`src/csm_consts.vh`:
```
// constants for the completion space manager
`ifndef CSM_CONSTS_VH
`define CSM_CONSTS_VH

// completion space held by the endpoint core, in credits
`define CSM_HDR_SPACE        7'h40
`define CSM_DATA_SPACE_GOOD  10'h1f0
`define CSM_DATA_SPACE_HIGH  10'h3e0

// largest read request encoding
`define CSM_MRS_MAX_CODE     3'h5
`define CSM_MRS_DEFAULT      3'h0
`define CSM_MRS_BASE_BYTES   13'h0080

// read completion boundary
`define CSM_RCB_DEFAULT      1'b0
`define CSM_RCB64_SHIFT      3'h6
`define CSM_RCB128_SHIFT     3'h7

// one data credit covers sixteen bytes
`define CSM_DATA_SHIFT       3'h4

// request kinds
`define CSM_TYPE_MEMRD       2'h0
`define CSM_TYPE_IORD        2'h1
`define CSM_TYPE_IOWR        2'h2
`define CSM_TYPE_OTHER       2'h3

// tag table
`define CSM_TAG_BITS         5
`define CSM_TAG_COUNT        32

`endif

```
`src/csm_space_manager.v`:
```
// completion space manager: admits non-posted requests against receive space
`include "csm_consts.vh"

// Operation
// - send request only when completions fit
// - read length never above largest request
// - unread largest request means 128 bytes
// - reserve one header per possible completion
// - completions split only on aligned boundaries
// - first completion starts at request address
// - last completion ends at request end
// - middle completions are whole boundary multiples
// - unread boundary means 64 bytes
// - header credits equal spanned boundary blocks
// - merged completions welcome, not required
// - free credits when all completions arrived
module csm_space_manager (
   // clock and reset
   input  wire                     mclk,
   input  wire                     rstn,
   // core configuration outputs and choices
   input  wire                     use_cfg,
   input  wire [2:0]               cfg_max_read_req,
   input  wire [1:0]               cfg_rcb_status,
   input  wire                     func_sel,
   input  wire                     perf_high,
   // request from the user logic
   input  wire                     req_valid,
   input  wire [11:0]              req_addr,
   input  wire [12:0]              req_len,
   input  wire [1:0]               req_type,
   input  wire [`CSM_TAG_BITS-1:0] req_tag,
   output reg                      req_grant,
   output reg                      req_refuse,
   // completion bookkeeping
   input  wire                     cpl_done,
   input  wire [`CSM_TAG_BITS-1:0] cpl_tag,
   output reg                      cpl_stray,
   // credit state
   output reg  [6:0]               header_credits_outstanding,
   output reg  [9:0]               data_credits_outstanding
);

   localparam [1:0] ST_IDLE  = 2'h0;
   localparam [1:0] ST_CHECK = 2'h1;
   localparam [1:0] ST_DONE  = 2'h2;

   reg  [1:0]               state;
   reg  [1:0]               next_state;
   reg  [6:0]               need_hdr_q;
   reg  [8:0]               need_data_q;
   reg                      too_long_q;
   reg  [`CSM_TAG_BITS-1:0] tag_q;

   wire [6:0]               calc_hdr;
   wire [8:0]               calc_data;
   wire                     calc_long;
   wire [6:0]               rel_hdr;
   wire [8:0]               rel_data;
   wire [`CSM_TAG_COUNT-1:0] busy;

   reg  [2:0]               mrs_code;
   reg                      rcb_128;
   reg  [9:0]               data_space;
   reg                      release_ok;
   reg  [7:0]               hdr_after;
   reg  [10:0]              data_after;
   reg                      fits;
   reg                      never_fits;
   reg                      grant_now;
   reg                      refuse_now;
   reg  [6:0]               next_hdr;
   reg  [9:0]               next_data;

   // settings in force; without reading the core, assume the small defaults
   always @* begin
      mrs_code   = use_cfg ? cfg_max_read_req : `CSM_MRS_DEFAULT;
      rcb_128    = use_cfg ? cfg_rcb_status[func_sel] : `CSM_RCB_DEFAULT;
      data_space = perf_high ? `CSM_DATA_SPACE_HIGH : `CSM_DATA_SPACE_GOOD;
   end

   csm_credit_calc u_calc (
      .addr_low  (req_addr),
      .len_bytes (req_len),
      .req_type  (req_type),
      .rcb_128   (rcb_128),
      .mrs_code  (mrs_code),
      .need_hdr  (calc_hdr),
      .need_data (calc_data),
      .too_long  (calc_long)
   );

   csm_tag_table u_tags (
      .mclk    (mclk),
      .rstn    (rstn),
      .wr_en   (grant_now),
      .wr_tag  (tag_q),
      .wr_hdr  (need_hdr_q),
      .wr_data (need_data_q),
      .clr_en  (release_ok),
      .clr_tag (cpl_tag),
      .rd_tag  (cpl_tag),
      .rd_hdr  (rel_hdr),
      .rd_data (rel_data),
      .busy    (busy)
   );

   // credits freed by a finished request count only from the next cycle, not toward a grant in the same cycle
   always @* begin
      // one pulse per tag frees it all, so merged completions cost nothing extra
      release_ok = cpl_done & busy[cpl_tag];
      hdr_after  = {1'b0, header_credits_outstanding} + {1'b0, need_hdr_q};
      data_after = {1'b0, data_credits_outstanding} + {2'h0, need_data_q};
      // <= keeps a full pool usable; the core holds exactly this much
      fits       = (hdr_after <= {1'b0, `CSM_HDR_SPACE}) &&
                   (data_after <= {1'b0, data_space});
      // a reservation larger than the whole pool would wait forever
      never_fits = (need_hdr_q > `CSM_HDR_SPACE) ||
                   ({1'b0, need_data_q} > data_space);
      grant_now  = 1'b0;
      refuse_now = 1'b0;
      next_state = state;
      case (state)
         ST_IDLE: begin
            if (req_valid)
               next_state = ST_CHECK;
         end
         ST_CHECK: begin
            if (too_long_q || never_fits) begin
               refuse_now = 1'b1;
               next_state = ST_DONE;
            end else if (fits && !busy[tag_q]) begin
               grant_now  = 1'b1;
               next_state = ST_DONE;
            end
         end
         ST_DONE: begin
            next_state = ST_IDLE; // gives the requester a cycle to drop valid
         end
         default: begin
            next_state = ST_IDLE;
         end
      endcase
   end

   // counter update: add on grant, subtract on release, both may coincide
   always @* begin
      next_hdr  = header_credits_outstanding;
      next_data = data_credits_outstanding;
      if (grant_now) begin
         next_hdr  = hdr_after[6:0];
         next_data = data_after[9:0];
      end
      if (release_ok) begin
         next_hdr  = next_hdr - rel_hdr;
         next_data = next_data - {1'b0, rel_data};
      end
   end

   // request capture, state and outputs
   always @(posedge mclk or negedge rstn) begin
      if (!rstn) begin
         state                      <= ST_IDLE;
         need_hdr_q                 <= 7'h00;
         need_data_q                <= 9'h000;
         too_long_q                 <= 1'b0;
         tag_q                      <= {`CSM_TAG_BITS{1'b0}};
         req_grant                  <= 1'b0;
         req_refuse                 <= 1'b0;
         cpl_stray                  <= 1'b0;
         header_credits_outstanding <= 7'h00;
         data_credits_outstanding   <= 10'h000;
      end else begin
         state <= next_state;
         if (state == ST_IDLE && req_valid) begin
            need_hdr_q  <= calc_hdr;
            need_data_q <= calc_data;
            too_long_q  <= calc_long;
            tag_q       <= req_tag;
         end
         req_grant                  <= grant_now;
         req_refuse                 <= refuse_now;
         cpl_stray                  <= cpl_done & ~busy[cpl_tag];
         header_credits_outstanding <= next_hdr;
         data_credits_outstanding   <= next_data;
      end
   end

endmodule // csm_space_manager

```
`src/csm_credit_calc.v`:
```
// worst-case completion credit need of one non-posted request
`include "csm_consts.vh"

module csm_credit_calc (
   // request
   input  wire [11:0] addr_low,
   input  wire [12:0] len_bytes,
   input  wire [1:0]  req_type,
   // settings in force
   input  wire        rcb_128,
   input  wire [2:0]  mrs_code,
   // result
   output reg  [6:0]  need_hdr,
   output reg  [8:0]  need_data,
   output reg         too_long
);

   // ceiling of sum divided by a power of two
   function [13:0] ceil_div;
      input [13:0] sum;
      input [2:0]  sh;
      reg   [13:0] round;
      begin
         round    = (14'h0001 << sh) - 14'h0001;
         ceil_div = (sum + round) >> sh;
      end
   endfunction

   reg [2:0]  rcb_shift;
   reg [12:0] mrs_bytes;
   reg [13:0] hdr_sum;
   reg [13:0] data_sum;
   reg [13:0] hdr_blocks;
   reg [13:0] data_blocks;

   // completer splits only on boundaries, so each boundary block may cost a header
   always @* begin
      rcb_shift   = rcb_128 ? `CSM_RCB128_SHIFT : `CSM_RCB64_SHIFT;
      hdr_sum     = {2'h0, addr_low & ((12'h001 << rcb_shift) - 12'h001)} + {1'b0, len_bytes};
      data_sum    = {10'h000, addr_low[3:0]} + {1'b0, len_bytes};
      hdr_blocks  = ceil_div(hdr_sum, rcb_shift);
      data_blocks = ceil_div(data_sum, `CSM_DATA_SHIFT);
      // reserved codes fall back to the smallest size, the safe choice
      if (mrs_code > `CSM_MRS_MAX_CODE)
         mrs_bytes = `CSM_MRS_BASE_BYTES;
      else
         mrs_bytes = `CSM_MRS_BASE_BYTES << mrs_code;
      too_long  = 1'b0;
      need_hdr  = 7'h01;
      need_data = 9'h001;
      case (req_type)
         `CSM_TYPE_MEMRD: begin
            too_long  = (len_bytes > mrs_bytes);
            need_hdr  = hdr_blocks[6:0];
            need_data = data_blocks[8:0];
         end
         `CSM_TYPE_IOWR: begin
            need_data = 9'h000; // write answer carries no data
         end
         default: begin
            need_data = 9'h001;
         end
      endcase
   end

endmodule // csm_credit_calc

```
`src/csm_tag_table.v`:
```
// per-tag record of the credits reserved for each outstanding request
`include "csm_consts.vh"

module csm_tag_table (
   // clock and reset
   input  wire                      mclk,
   input  wire                      rstn,
   // allocate
   input  wire                      wr_en,
   input  wire [`CSM_TAG_BITS-1:0]  wr_tag,
   input  wire [6:0]                wr_hdr,
   input  wire [8:0]                wr_data,
   // free
   input  wire                      clr_en,
   input  wire [`CSM_TAG_BITS-1:0]  clr_tag,
   // lookup
   input  wire [`CSM_TAG_BITS-1:0]  rd_tag,
   output wire [6:0]                rd_hdr,
   output wire [8:0]                rd_data,
   output wire [`CSM_TAG_COUNT-1:0] busy
);

   reg [15:0]               slot [0:`CSM_TAG_COUNT-1];
   reg [`CSM_TAG_COUNT-1:0] busy_q;

   // storage needs no reset, the busy bits guard it
   always @(posedge mclk) begin
      if (wr_en)
         slot[wr_tag] <= {wr_hdr, wr_data};
   end

   // a new allocation wins over a free of the same tag
   always @(posedge mclk or negedge rstn) begin
      if (!rstn) begin
         busy_q <= {`CSM_TAG_COUNT{1'b0}};
      end else begin
         if (clr_en)
            busy_q[clr_tag] <= 1'b0;
         if (wr_en)
            busy_q[wr_tag] <= 1'b1;
      end
   end

   assign rd_hdr  = slot[rd_tag][15:9];
   assign rd_data = slot[rd_tag][8:0];
   assign busy    = busy_q;

endmodule // csm_tag_table

```
`config.mk`:
```
export PLATFORM = sky130hd
export DESIGN_NAME = csm_space_manager
export DESIGN_NICKNAME = d
export VERILOG_FILES = /design/src/csm_space_manager.v /design/src/csm_credit_calc.v /design/src/csm_tag_table.v
export VERILOG_INCLUDE_DIRS = /design/src
export SDC_FILE = /design/constraint.sdc
export NUM_CORES = 1
export LEC_CHECK = 0
export ABC_AREA = 1
export BUFFER_PORTS_ARGS = -buffer_cell sky130_fd_sc_hd__buf_4
export CORE_MARGIN = 2
export CORE_UTILIZATION = 45
export DETAILED_ROUTE_END_ITERATION = 8
export PLACE_DENSITY_LB_ADDON = 0.1
export SYNTH_ARGS = -nofsm -noshare
export SYNTH_HDL_FRONTEND = slang
export SYNTH_SLANG_ARGS = --single-unit
```
`constraint.sdc`:
```
create_clock -name mclk -period 8.3 [get_ports mclk]
set_clock_uncertainty 0.05 [all_clocks]
set_input_delay 1.66 -clock mclk [delete_from_list [all_inputs] [get_ports mclk]]
set_output_delay 1.66 -clock mclk [all_outputs]
set_load 0.1 [all_outputs]
```
# Yosys cells after proc, flatten, opt, wreduce, memory -nomap -nowiden
# Memories as Yosys holds them, arrays and structs flattened.
# Index checks and enable logic that the tools add are counted.
# word_totals
out_inout_bits	20
mem_count	1
ramBits	512
regBits	76
wordCells	94
in_bits	49
# mem_list
name	words	width	rd	rd_ports_with_merged_regs	wr	line_no	rtl
u_tags.slot	32	16	1	0	1	csm_tag_table.v:23	reg [15:0] slot [0:`CSM_TAG_COUNT-1];
# classes
bitwise_logic	7
n_mux	35
n_lt_le_gt_ge	11
eq_ne	4
shifts	4
n_reduce_logical	11
n_addsub	10
# ops
cell	n
two-way mux 32 bit	2
AND 32 bit	1
inverter 32 bit	1
OR 32 bit	1
two-way mux 10 bit	3
two-way mux 7 bit	3
case mux 9 bit (2 select lines)	1
two-way mux 1 bit	16
adder 12 x 13 -> 14 bit	1
adder 14 bit	1
left shift 1 x 3 -> 14 bit (first input constant)	1
>> shifter 14 x 3 -> 7 bit	1
subtractor 14 x 1 -> 14 bit (second input constant)	1
adder 13 x 4 -> 13 bit (second input constant)	1
adder 4 x 13 -> 13 bit	1
greater-than comparator 13 bit	1
two-way mux 13 bit	1
left shift 8 x 3 -> 13 bit (first input constant)	1
AND 12 bit	1
< comparator 5 x 6 -> 1 bit (second input constant)	2
left shift 1 x 3 -> 12 bit (first input constant)	1
subtractor 12 x 1 -> 12 bit (second input constant)	1
adder 10 x 9 -> 11 bit	1
less-or-equal comparator 11 x 10 -> 1 bit	1
25 further kinds	37

# Depth between registers and ports, before layout
# Gate-level depths: netlist (run 1).
# depth
ltp_word	11
ltp_mapped	33
mapped_depth_nobuf	32

# Cells and area by module
# A second synthesis (run 1) with hierarchy kept.
# hier_totals
hier_cells	2843
hier_area_um2	28202.0
# modules_own_cells
module	cells_each	seq_area_each_um2	area_each_um2	n_inst
csm_tag_table	1895	16175.5	22193.8	1
csm_space_manager	653	1101.1	4366.7	1
csm_credit_calc	295	0.0	1641.6	1

# Worst setup path after synthesis (run 1)
# Ideal clock, no wire load.
# synth_path
path_type	reg-to-reg
start	reg data_credits_outstanding[0]
end	reg data_credits_outstanding[9]
setup_ns	0.117
required_ns	8.133
path_slack_ns	3.533
arrival_time_ns	4.600
n_path_buf	1
period_less_slack_ns	4.767
path_stages_with_launch	30
path_cell_list	dfrtp_1 > ha_1 > inv_1 > fa_1 > inv_1 > nand2_1 > nand2_1 > nand2_1 > xor2_1 > ha_1 > nand4_1 > nor2_1 > nand3_1 > nor2_1 > nand2_1 > nand2_1 > buf_2 > nand4_1 > and2_1 > ha_1 > a21oi_1 > nand2_1 > nand4_1 > o211ai_1 > nand2_1 > a21boi_0 > nor3_1 > inv_1 > nand2_1 > nand2_1
# synth_between
elab_chain_len	10
# synth_lines
item	line_no	rtl
start, declared	csm_space_manager.v:41	output reg [9:0] data_credits_outstanding
start signal, assigned	csm_space_manager.v:185	data_credits_outstanding <= next_data;
adder 10 x 9 -> 11 bit	csm_space_manager.v:113	data_after = {1'b0, data_credits_outstanding} + {2'h0, need_data_q};
less-or-equal comparator 11 x 10 -> 1 bit	csm_space_manager.v:116	(data_after <= {1'b0, data_space});
logical AND 1 bit	csm_space_manager.v:115	fits = (hdr_after <= {1'b0, `CSM_HDR_SPACE}) &&
logical AND 1 bit	csm_space_manager.v:132	end else if (fits && !busy[tag_q]) begin
two-way mux 1 bit	csm_space_manager.v:132	
two-way mux 1 bit	csm_space_manager.v:129	if (too_long_q || never_fits) begin
two-way mux 1 bit	csm_space_manager.v:123	case (state)
two-way mux 10 bit (*)	csm_space_manager.v:150	if (grant_now) begin
subtractor 10 x 9 -> 10 bit	csm_space_manager.v:156	next_data = next_data - {1'b0, rel_data};
two-way mux 10 bit (*)	csm_space_manager.v:154	if (release_ok) begin
via next_data[9]	csm_space_manager.v:73	reg [9:0] next_data;
# Mark *: on every way through the listed nets, which the timed path passes. The rest lies on a longest branch.
# A chain may end at the register's enable or synchronous reset.

# Worst setup path after layout (run 1)
# layout_path
start	in cpl_tag[1]
end	reg data_credits_outstanding[9]
# layout_between
elab_chain_len	4
elab_cells_between_ends	6
classes_between	add/sub (1); mux (3); bitwise (1); memory (1)
# layout_lines
item	line_no	rtl
start, declared	csm_space_manager.v:37	input wire [`CSM_TAG_BITS-1:0] cpl_tag,
parallel branches: the longest is 3 deep, another holds memory read (32 x 16 bit)	--	
two-way mux 10 bit (*)	csm_space_manager.v:154	
via next_data[9]	csm_space_manager.v:73	
# Mark *: on every way through the listed nets, which the timed path passes. The select of a mux whose other input is x is not followed.

==> reports/metrics.csv, run 1 <==
metric;value;unit
tns;0;ns
cts_tree;done;
post_cts_resized;0;
die_w;245;um
dieArea;60000;um^2
critPathLaunch;cpl_tag[1];
slowest_delay;0.89;ns
cts_hold_buf;0;
status;complete, no violations;
area_growth;13.1;%
grt_overflow_total;0;
worstPathCellList;buf_4, nand2_2, inv_4, buf_12, a22oi_1, nand2_1, nand2_1, nand4_1, a2111oi_1, ha_1, nand3_1, nand2_1, nand4_1, o211ai_1, nand2_1, a21boi_0, nor3_1, inv_1, nand2_1, nand2_1;
crit_top_cell;nand2_1;
postCtsSetupBuffers;0;
grt_max_degree;121;
cts_buffer_depth;3;
grt_pass1_vias;17135;
cts_max_level;2;
ys_ff_latch;588;
end_kind;flop;
die_h;245;um
synthArstFlopShare;12.9;%
peakVddDrop;0.000185;V
fmax;174;MHz
synth_flop_cell;edfxtp_1;
crit_path_end;data_credits_outstanding[9];
rsz0062_at_grt;false;
dp_hpwl;45.2;mm
n_antenna_cell;0;
drive_above_1_share;10.2;%
core;57500;um^2
reg2reg_depth;11;
grt_pass1_wl;110;mm
syn-num-nets;2359;
max_slew_margin;16.9;%
drtIter0Drc;1591;
setup_violations;0;
worst-path-stages;20;
drc;0;
fin_util;51.3;%
cts_buffers;61;
fin_hold_ws;0.488;ns
antenna_found_initial;2;
reg2reg_slack;2.72;ns
clock_latency;0.63;ns
wl_per_cell;23.8;um
final.period_utilization;69.4;%
synth_edf_count;512;
final.min_clock_period;5.76;ns
clkTransAtPathRegs;0.06;ns
cp-start-kind;primary input;
final_net_count;2431;
hold_class;reg -> reg;
cts-root-buf;clkbuf_16;
seq_area_frac_synth;66.2;%
gp_congestion;0.915;
syn-instance-count;2226;
grt_util_all_layers;24.8;%
cap_viol_max_count;0;
path_max_fanout;59;
cp_top_family;simple AND/OR/NAND/NOR gates;
p_leak;11.7;nW
yosysUniqueCellTypes;46;
via_per_inst;5.69;
netlist_area;26100;um^2
syn_area_per_cell;11.7;um^2
vias;17722;
start_util;45.4;%
reg2reg_to;u_tags.slot[15][7];
regToRegStartpoint;need_hdr_q[1];
cts_sinks;588;
routed_wl;74.1;mm
crit_arrival;6.23;ns
slowest_stage;a2111oi_1;
tightest_slew;1.25;ns
ant_nets;0;
crit_type;in -> reg;
powerDensity;317;nW/um^2
io_pins;69;
crit_buf_inv;4;
crit_required;8.77;ns
fp-row-count;88;
firstDrtPassIters;6;
hold_viol;0;
yosysWarningCount;0;
drv_slew;0;
port_buffers;63;
==> cells by family (layout without fill, tap and decap cells) <==
| logic type | Yosys count | in the layout | share of synthesized area, % |
|---|---|---|---|
| AO/OA/AOI/OAI | 427 | 427 | 11.4 |
| XOR/XNOR | 11 | 11 | 0.369 |
| adder cells (fa/ha/maj) | 84 | 84 | 4.31 |
| buffers and inverters | 286 | 410 | 4.27 |
| flip-flops | 588 | 588 | 66.2 |
| AND/OR/NAND/NOR | 830 | 830 | 13.5 |
==> how the worst min path moves through the flow <==
stage,slack (ns),depth (start not counted),start,end
finish,0.49,2,u_tags.busy[21],u_tags.busy[21]
global route,0.52,1,too_long_q,too_long_q
CTS,0.49,2,u_tags.busy[13],u_tags.busy[13]
detailed placement,0.48,2,u_tags.busy[21],u_tags.busy[21]
global placement,0.47,1,too_long_q,too_long_q
floorplan,0.40,1,too_long_q,too_long_q
==> through the flow <==
step                total power, mW  std cells  area, um^2  setup slack [ns]
finish                         9.36       3115       29500              2.54
global route                   9.81       3115       29500              2.27
CTS                            9.37       3115       29500              2.52
detailed placement             6.70       3000       27600              1.85
global placement               6.63       3000       27600              1.87
floorplan                      5.79       2226       26100              3.53
==> state kept, by name (all words and copies together) (netlist names), named ones only <==
name                        flops
state                           2
u_tags.slot                   512
need_hdr_q                      7
u_tags.busy                    32
req_refuse                      1
req_grant                       1
header_credits_outstanding      7
data_credits_outstanding        9
need_data_q                     9
cpl_stray                       1
tag_q                           5
too_long_q                      1
==> cell type report <==
cell class | count | area, um^2
multi-input combinational | 1352 | 7780
sequential | 588 | 17300
clock buffer | 71 | 1580
timing repair buffer | 106 | 833
tap | 765 | 957
fill | 5057 | 28000
clock inverter | 44 | 373
inverter | 189 | 712
==> cells in the final DEF, fill, tap and decap left out, drive strengths merged, types with 10 or more instances in the layout <==
| master | count |
|---|---|
| a2111oi | 13 |
| a21boi | 15 |
| a21oi | 40 |
| a22o | 13 |
| a22oi | 224 |
| and2 | 13 |
| buf | 106 |
| clkbuf | 71 |
| clkinv | 31 |
| dfrtp | 76 |
| edfxtp | 512 |
| fa | 10 |
| ha | 74 |
| inv | 193 |
| nand2 | 544 |
| nand3 | 76 |
| nand4 | 51 |
| nor2 | 80 |
| nor3 | 45 |
| o21ai | 70 |
| o221ai | 12 |
| o22ai | 15 |
| o31ai | 13 |
| or2 | 10 |
| xor2 | 11 |
==> synthesized netlist by cell type, types with 2 or more instances <==
| cell type | n | area share, % |
|---|---|---|
| o22ai_1 | 15 | 0.36 |
| dfrtp_1 | 76 | 7.3 |
| xor2_1 | 11 | 0.37 |
| a21oi_1 | 40 | 0.77 |
| buf_1 | 8 | 0.12 |
| nand3b_1 | 6 | 0.17 |
| nand3_1 | 75 | 1.4 |
| inv_2 | 11 | 0.16 |
| nand2_1 | 543 | 7.8 |
| clkbuf_1 | 61 | 0.88 |
| nor2_2 | 2 | 0.048 |
| a21o_1 | 3 | 0.086 |
| o21ai_0 | 67 | 1.3 |
| or2_2 | 6 | 0.14 |
| nor3_1 | 45 | 0.86 |
| o21ai_1 | 3 | 0.057 |
| or4_1 | 2 | 0.057 |
| a22oi_1 | 224 | 6.4 |
| o31ai_1 | 13 | 0.37 |
| o21bai_1 | 4 | 0.12 |
| edfxtp_1 | 512 | 59 |
| buf_2 | 27 | 0.52 |
| or2_1 | 4 | 0.096 |
| nor2_1 | 75 | 1.1 |
| a2111oi_1 | 2 | 0.077 |
| nand4_1 | 51 | 1.2 |
| fa_1 | 10 | 0.77 |
| nor2_4 | 3 | 0.13 |
| a2111oi_0 | 11 | 0.37 |
| o221ai_1 | 12 | 0.40 |
| ha_1 | 74 | 3.5 |
| inv_1 | 178 | 2.6 |
| a21boi_0 | 15 | 0.43 |
| and2_1 | 13 | 0.31 |
| a22o_1 | 13 | 0.44 |
==> power by group <==
group	total [mW]	internal, mW	switching (mW)
clock	2.69	1.52	1.17
sequential	3.86	3.67	0.182
combinational	2.81	0.779	2.03
==> per-layer routing <==
layer  share of wire [%]  vias to the layer above  track usage [%]
li1                    -                     8218                -
met1                  45                     8850             35.8
met2                  46                      553             39.1
met3                 6.8                       99             4.00
met4                 2.1                        2             6.49
met5               0.018                        -                0
==> worst reg2reg max path: cells and delay by family, from the launching register on <==
family        cells  cell delay (ns)
simple gates      8             2.58
buf+inv           2             1.22
flops             1             0.85
fa+ha+maj         1             0.49
Note: power is estimated with default switching activity, not from simulation.
==> run 2: changes to the inputs <==
==> constraint.sdc (replaced) <==
create_clock -name mclk -period 6.02 [get_ports mclk]
set_clock_uncertainty 0.05 [all_clocks]
set_input_delay 1.204 -clock mclk [delete_from_list [all_inputs] [get_ports mclk]]
set_output_delay 1.204 -clock mclk [all_outputs]
set_load 0.1 [all_outputs]
==> run 2 against run 1 <==
Via count up 1.8%. Sequential share of layout area down 0.64 points. Critical path depth unchanged. Clock power up 42%. Final cell count up 0.93%. Non-clock buffer count up 33. Register-to-register slack worse by 1.7 ns. Combinational power up 41%. Wire length up 1.7%. Utilization up 0.57 points. Largest power group unchanged.
==> reports/metrics.csv, run 2 (synthesized netlist as in run 1, its figures left out) <==
metric;value;unit
status;complete, no violations;
drv_slew;0;
switching_share;35.7;%
wl_per_cell;24.0;um
place_ws;0.603;ns
powerDensity;438;nW/um^2
setup_ws;1.03;ns
cts_tree;done;
grt_pass1_wl;111;mm
cts_max_level;2;
drc;0;
firstDrtPassIters;5;
fmax;200;MHz
grt_overflow_total;0;
max_slew_margin;18.4;%
largest_reg_flops;512;
cts-root-buf;clkbuf_16;
dp_hpwl;47.8;mm
clock_latency;0.63;ns
tightest_slew;1.19;ns
port_buffers;63;
cts_buffer_depth;3;
crit_type;reg -> reg;
crit_required;6.21;ns
final_net_count;2463;
fin_hold_ws;0.494;ns
tns;0;ns
cts_buffers;60;
fp-row-count;88;
n_antenna_cell;0;
final.min_clock_period;4.99;ns
rsz0062_at_grt;false;
cap_viol_max_count;0;
internal_power;8.41;mW
gp_congestion;0.856;
postCtsSetupBuffers;0;
ant_nets;0;
crit_top_cell;nand2_1;
routed_wl;75.4;mm
slowest_stage;inv_1;
peakVddDrop;0.000285;V
p_leak;11.9;nW
via_per_inst;5.74;
setup_violations;0;
drive_above_1_share;11.2;%
largest-register;u_tags.slot;
grt_max_degree;77;
cts_hold_buf;0;
final.period_utilization;82.9;%
grt_util_all_layers;25.2;%
hold_viol;0;
post_cts_resized;0;
crit_buf_inv;5;
grt_pass1_vias;17319;
die_w;245;um
die_h;245;um
n_fill_cell;4985;
antenna_found_initial;3;
crit_arrival;5.19;ns
cts_sinks;588;
dieArea;60000;um^2
switchingPower;4.66;mW
area_growth;14.3;%
path_max_fanout;16;
final_cell_mix;543 x nand2_1, 512 x edfxtp_1, 224 x a22oi_1;
end_kind;flop;
hold_class;reg -> reg;
drtIter0Drc;1739;
core;57500;um^2
vias;18042;
worstPathCellList;buf_4, inv_1, fa_1, inv_1, nand2_1, nand2_1, nand2_1, xor2_1, ha_1, nand4_1, nor2_1, nand3_1, nor2_1, nand2_1, nand2_1, nand3_2, buf_4, nor2_2, nand2_1, inv_1;
io_pins;69;
p_seq_share;40.5;%
cp_top_family;simple AND/OR/NAND/NOR gates;
cp-start-kind;flop;
slowest_delay;0.72;ns
layout_commonest_cell;nand2_1;
fin_util;51.9;%
p_clk_share;29.1;%
start_util;45.4;%
pwr-share-comb;30.4;%
clkTransAtPathRegs;0.06;ns
==> run 2: layout make-up <==
class                      count  area [um^2]  share of cell area [%]
multi-input combinational   1352         7780                    26.1
inverter                     189          712                    2.39
sequential                   588        17300                    57.9
tap                          765          957                    3.21
clock inverter                36          382                    1.28
timing repair buffer         139         1110                    3.71
clock buffer                  75         1630                    5.46
==> run 2: through the flow <==
step,std cells,instance area [um^2],total power [mW]
finish,3144,29800,13.1
global placement,3033,27800,9.21
detailed placement,3033,27800,9.30
CTS,3144,29800,13.1
floorplan,2226,26100,7.98
global route,3144,29800,13.7
==> run 2: path summary, 6_finish.rpt <==
check,start,cells after the start,to,slack (ns)
min,u_tags.busy[1],2,u_tags.busy[1],0.49
max in group asynchronous,rstn,1,header_credits_outstanding[2],4.52
min reg2reg,u_tags.busy[1],2,u_tags.busy[1],0.49
min in group asynchronous,rstn,1,too_long_q,0.74
max reg2reg,need_data_q[1],20,u_tags.slot[15][6],1.03
max,need_data_q[1],20,u_tags.slot[15][6],1.03
==> run 2: per-layer routing <==
layer	vias to the layer above	routed length (um)	track usage, %
li1	8284	-	-
met1	9047	34000	36.7
met2	600	34400	39.2
met3	107	4940	3.89
met4	4	1920	6.90
met5	-	132	1.47
==> run 2: tightest hold or removal path, cell delays in order (launching register included) <==
cell     delay, ns
dfrtp_1       0.36
o21ai_0       0.09
nand2_1       0.07
==> run 2: power groups by stage <==
| stage | clock network, mW | logic (mW) | registers, mW |
|---|---|---|---|
| after floorplan | 0 | 2.10 | 5.88 |
| after global placement | 0 | 3.85 | 5.36 |
| after detailed placement | 0 | 3.93 | 5.37 |
| after CTS | 3.86 | 3.95 | 5.29 |
| after global routing | 4.01 | 4.39 | 5.31 |
| final | 3.81 | 3.97 | 5.29 |
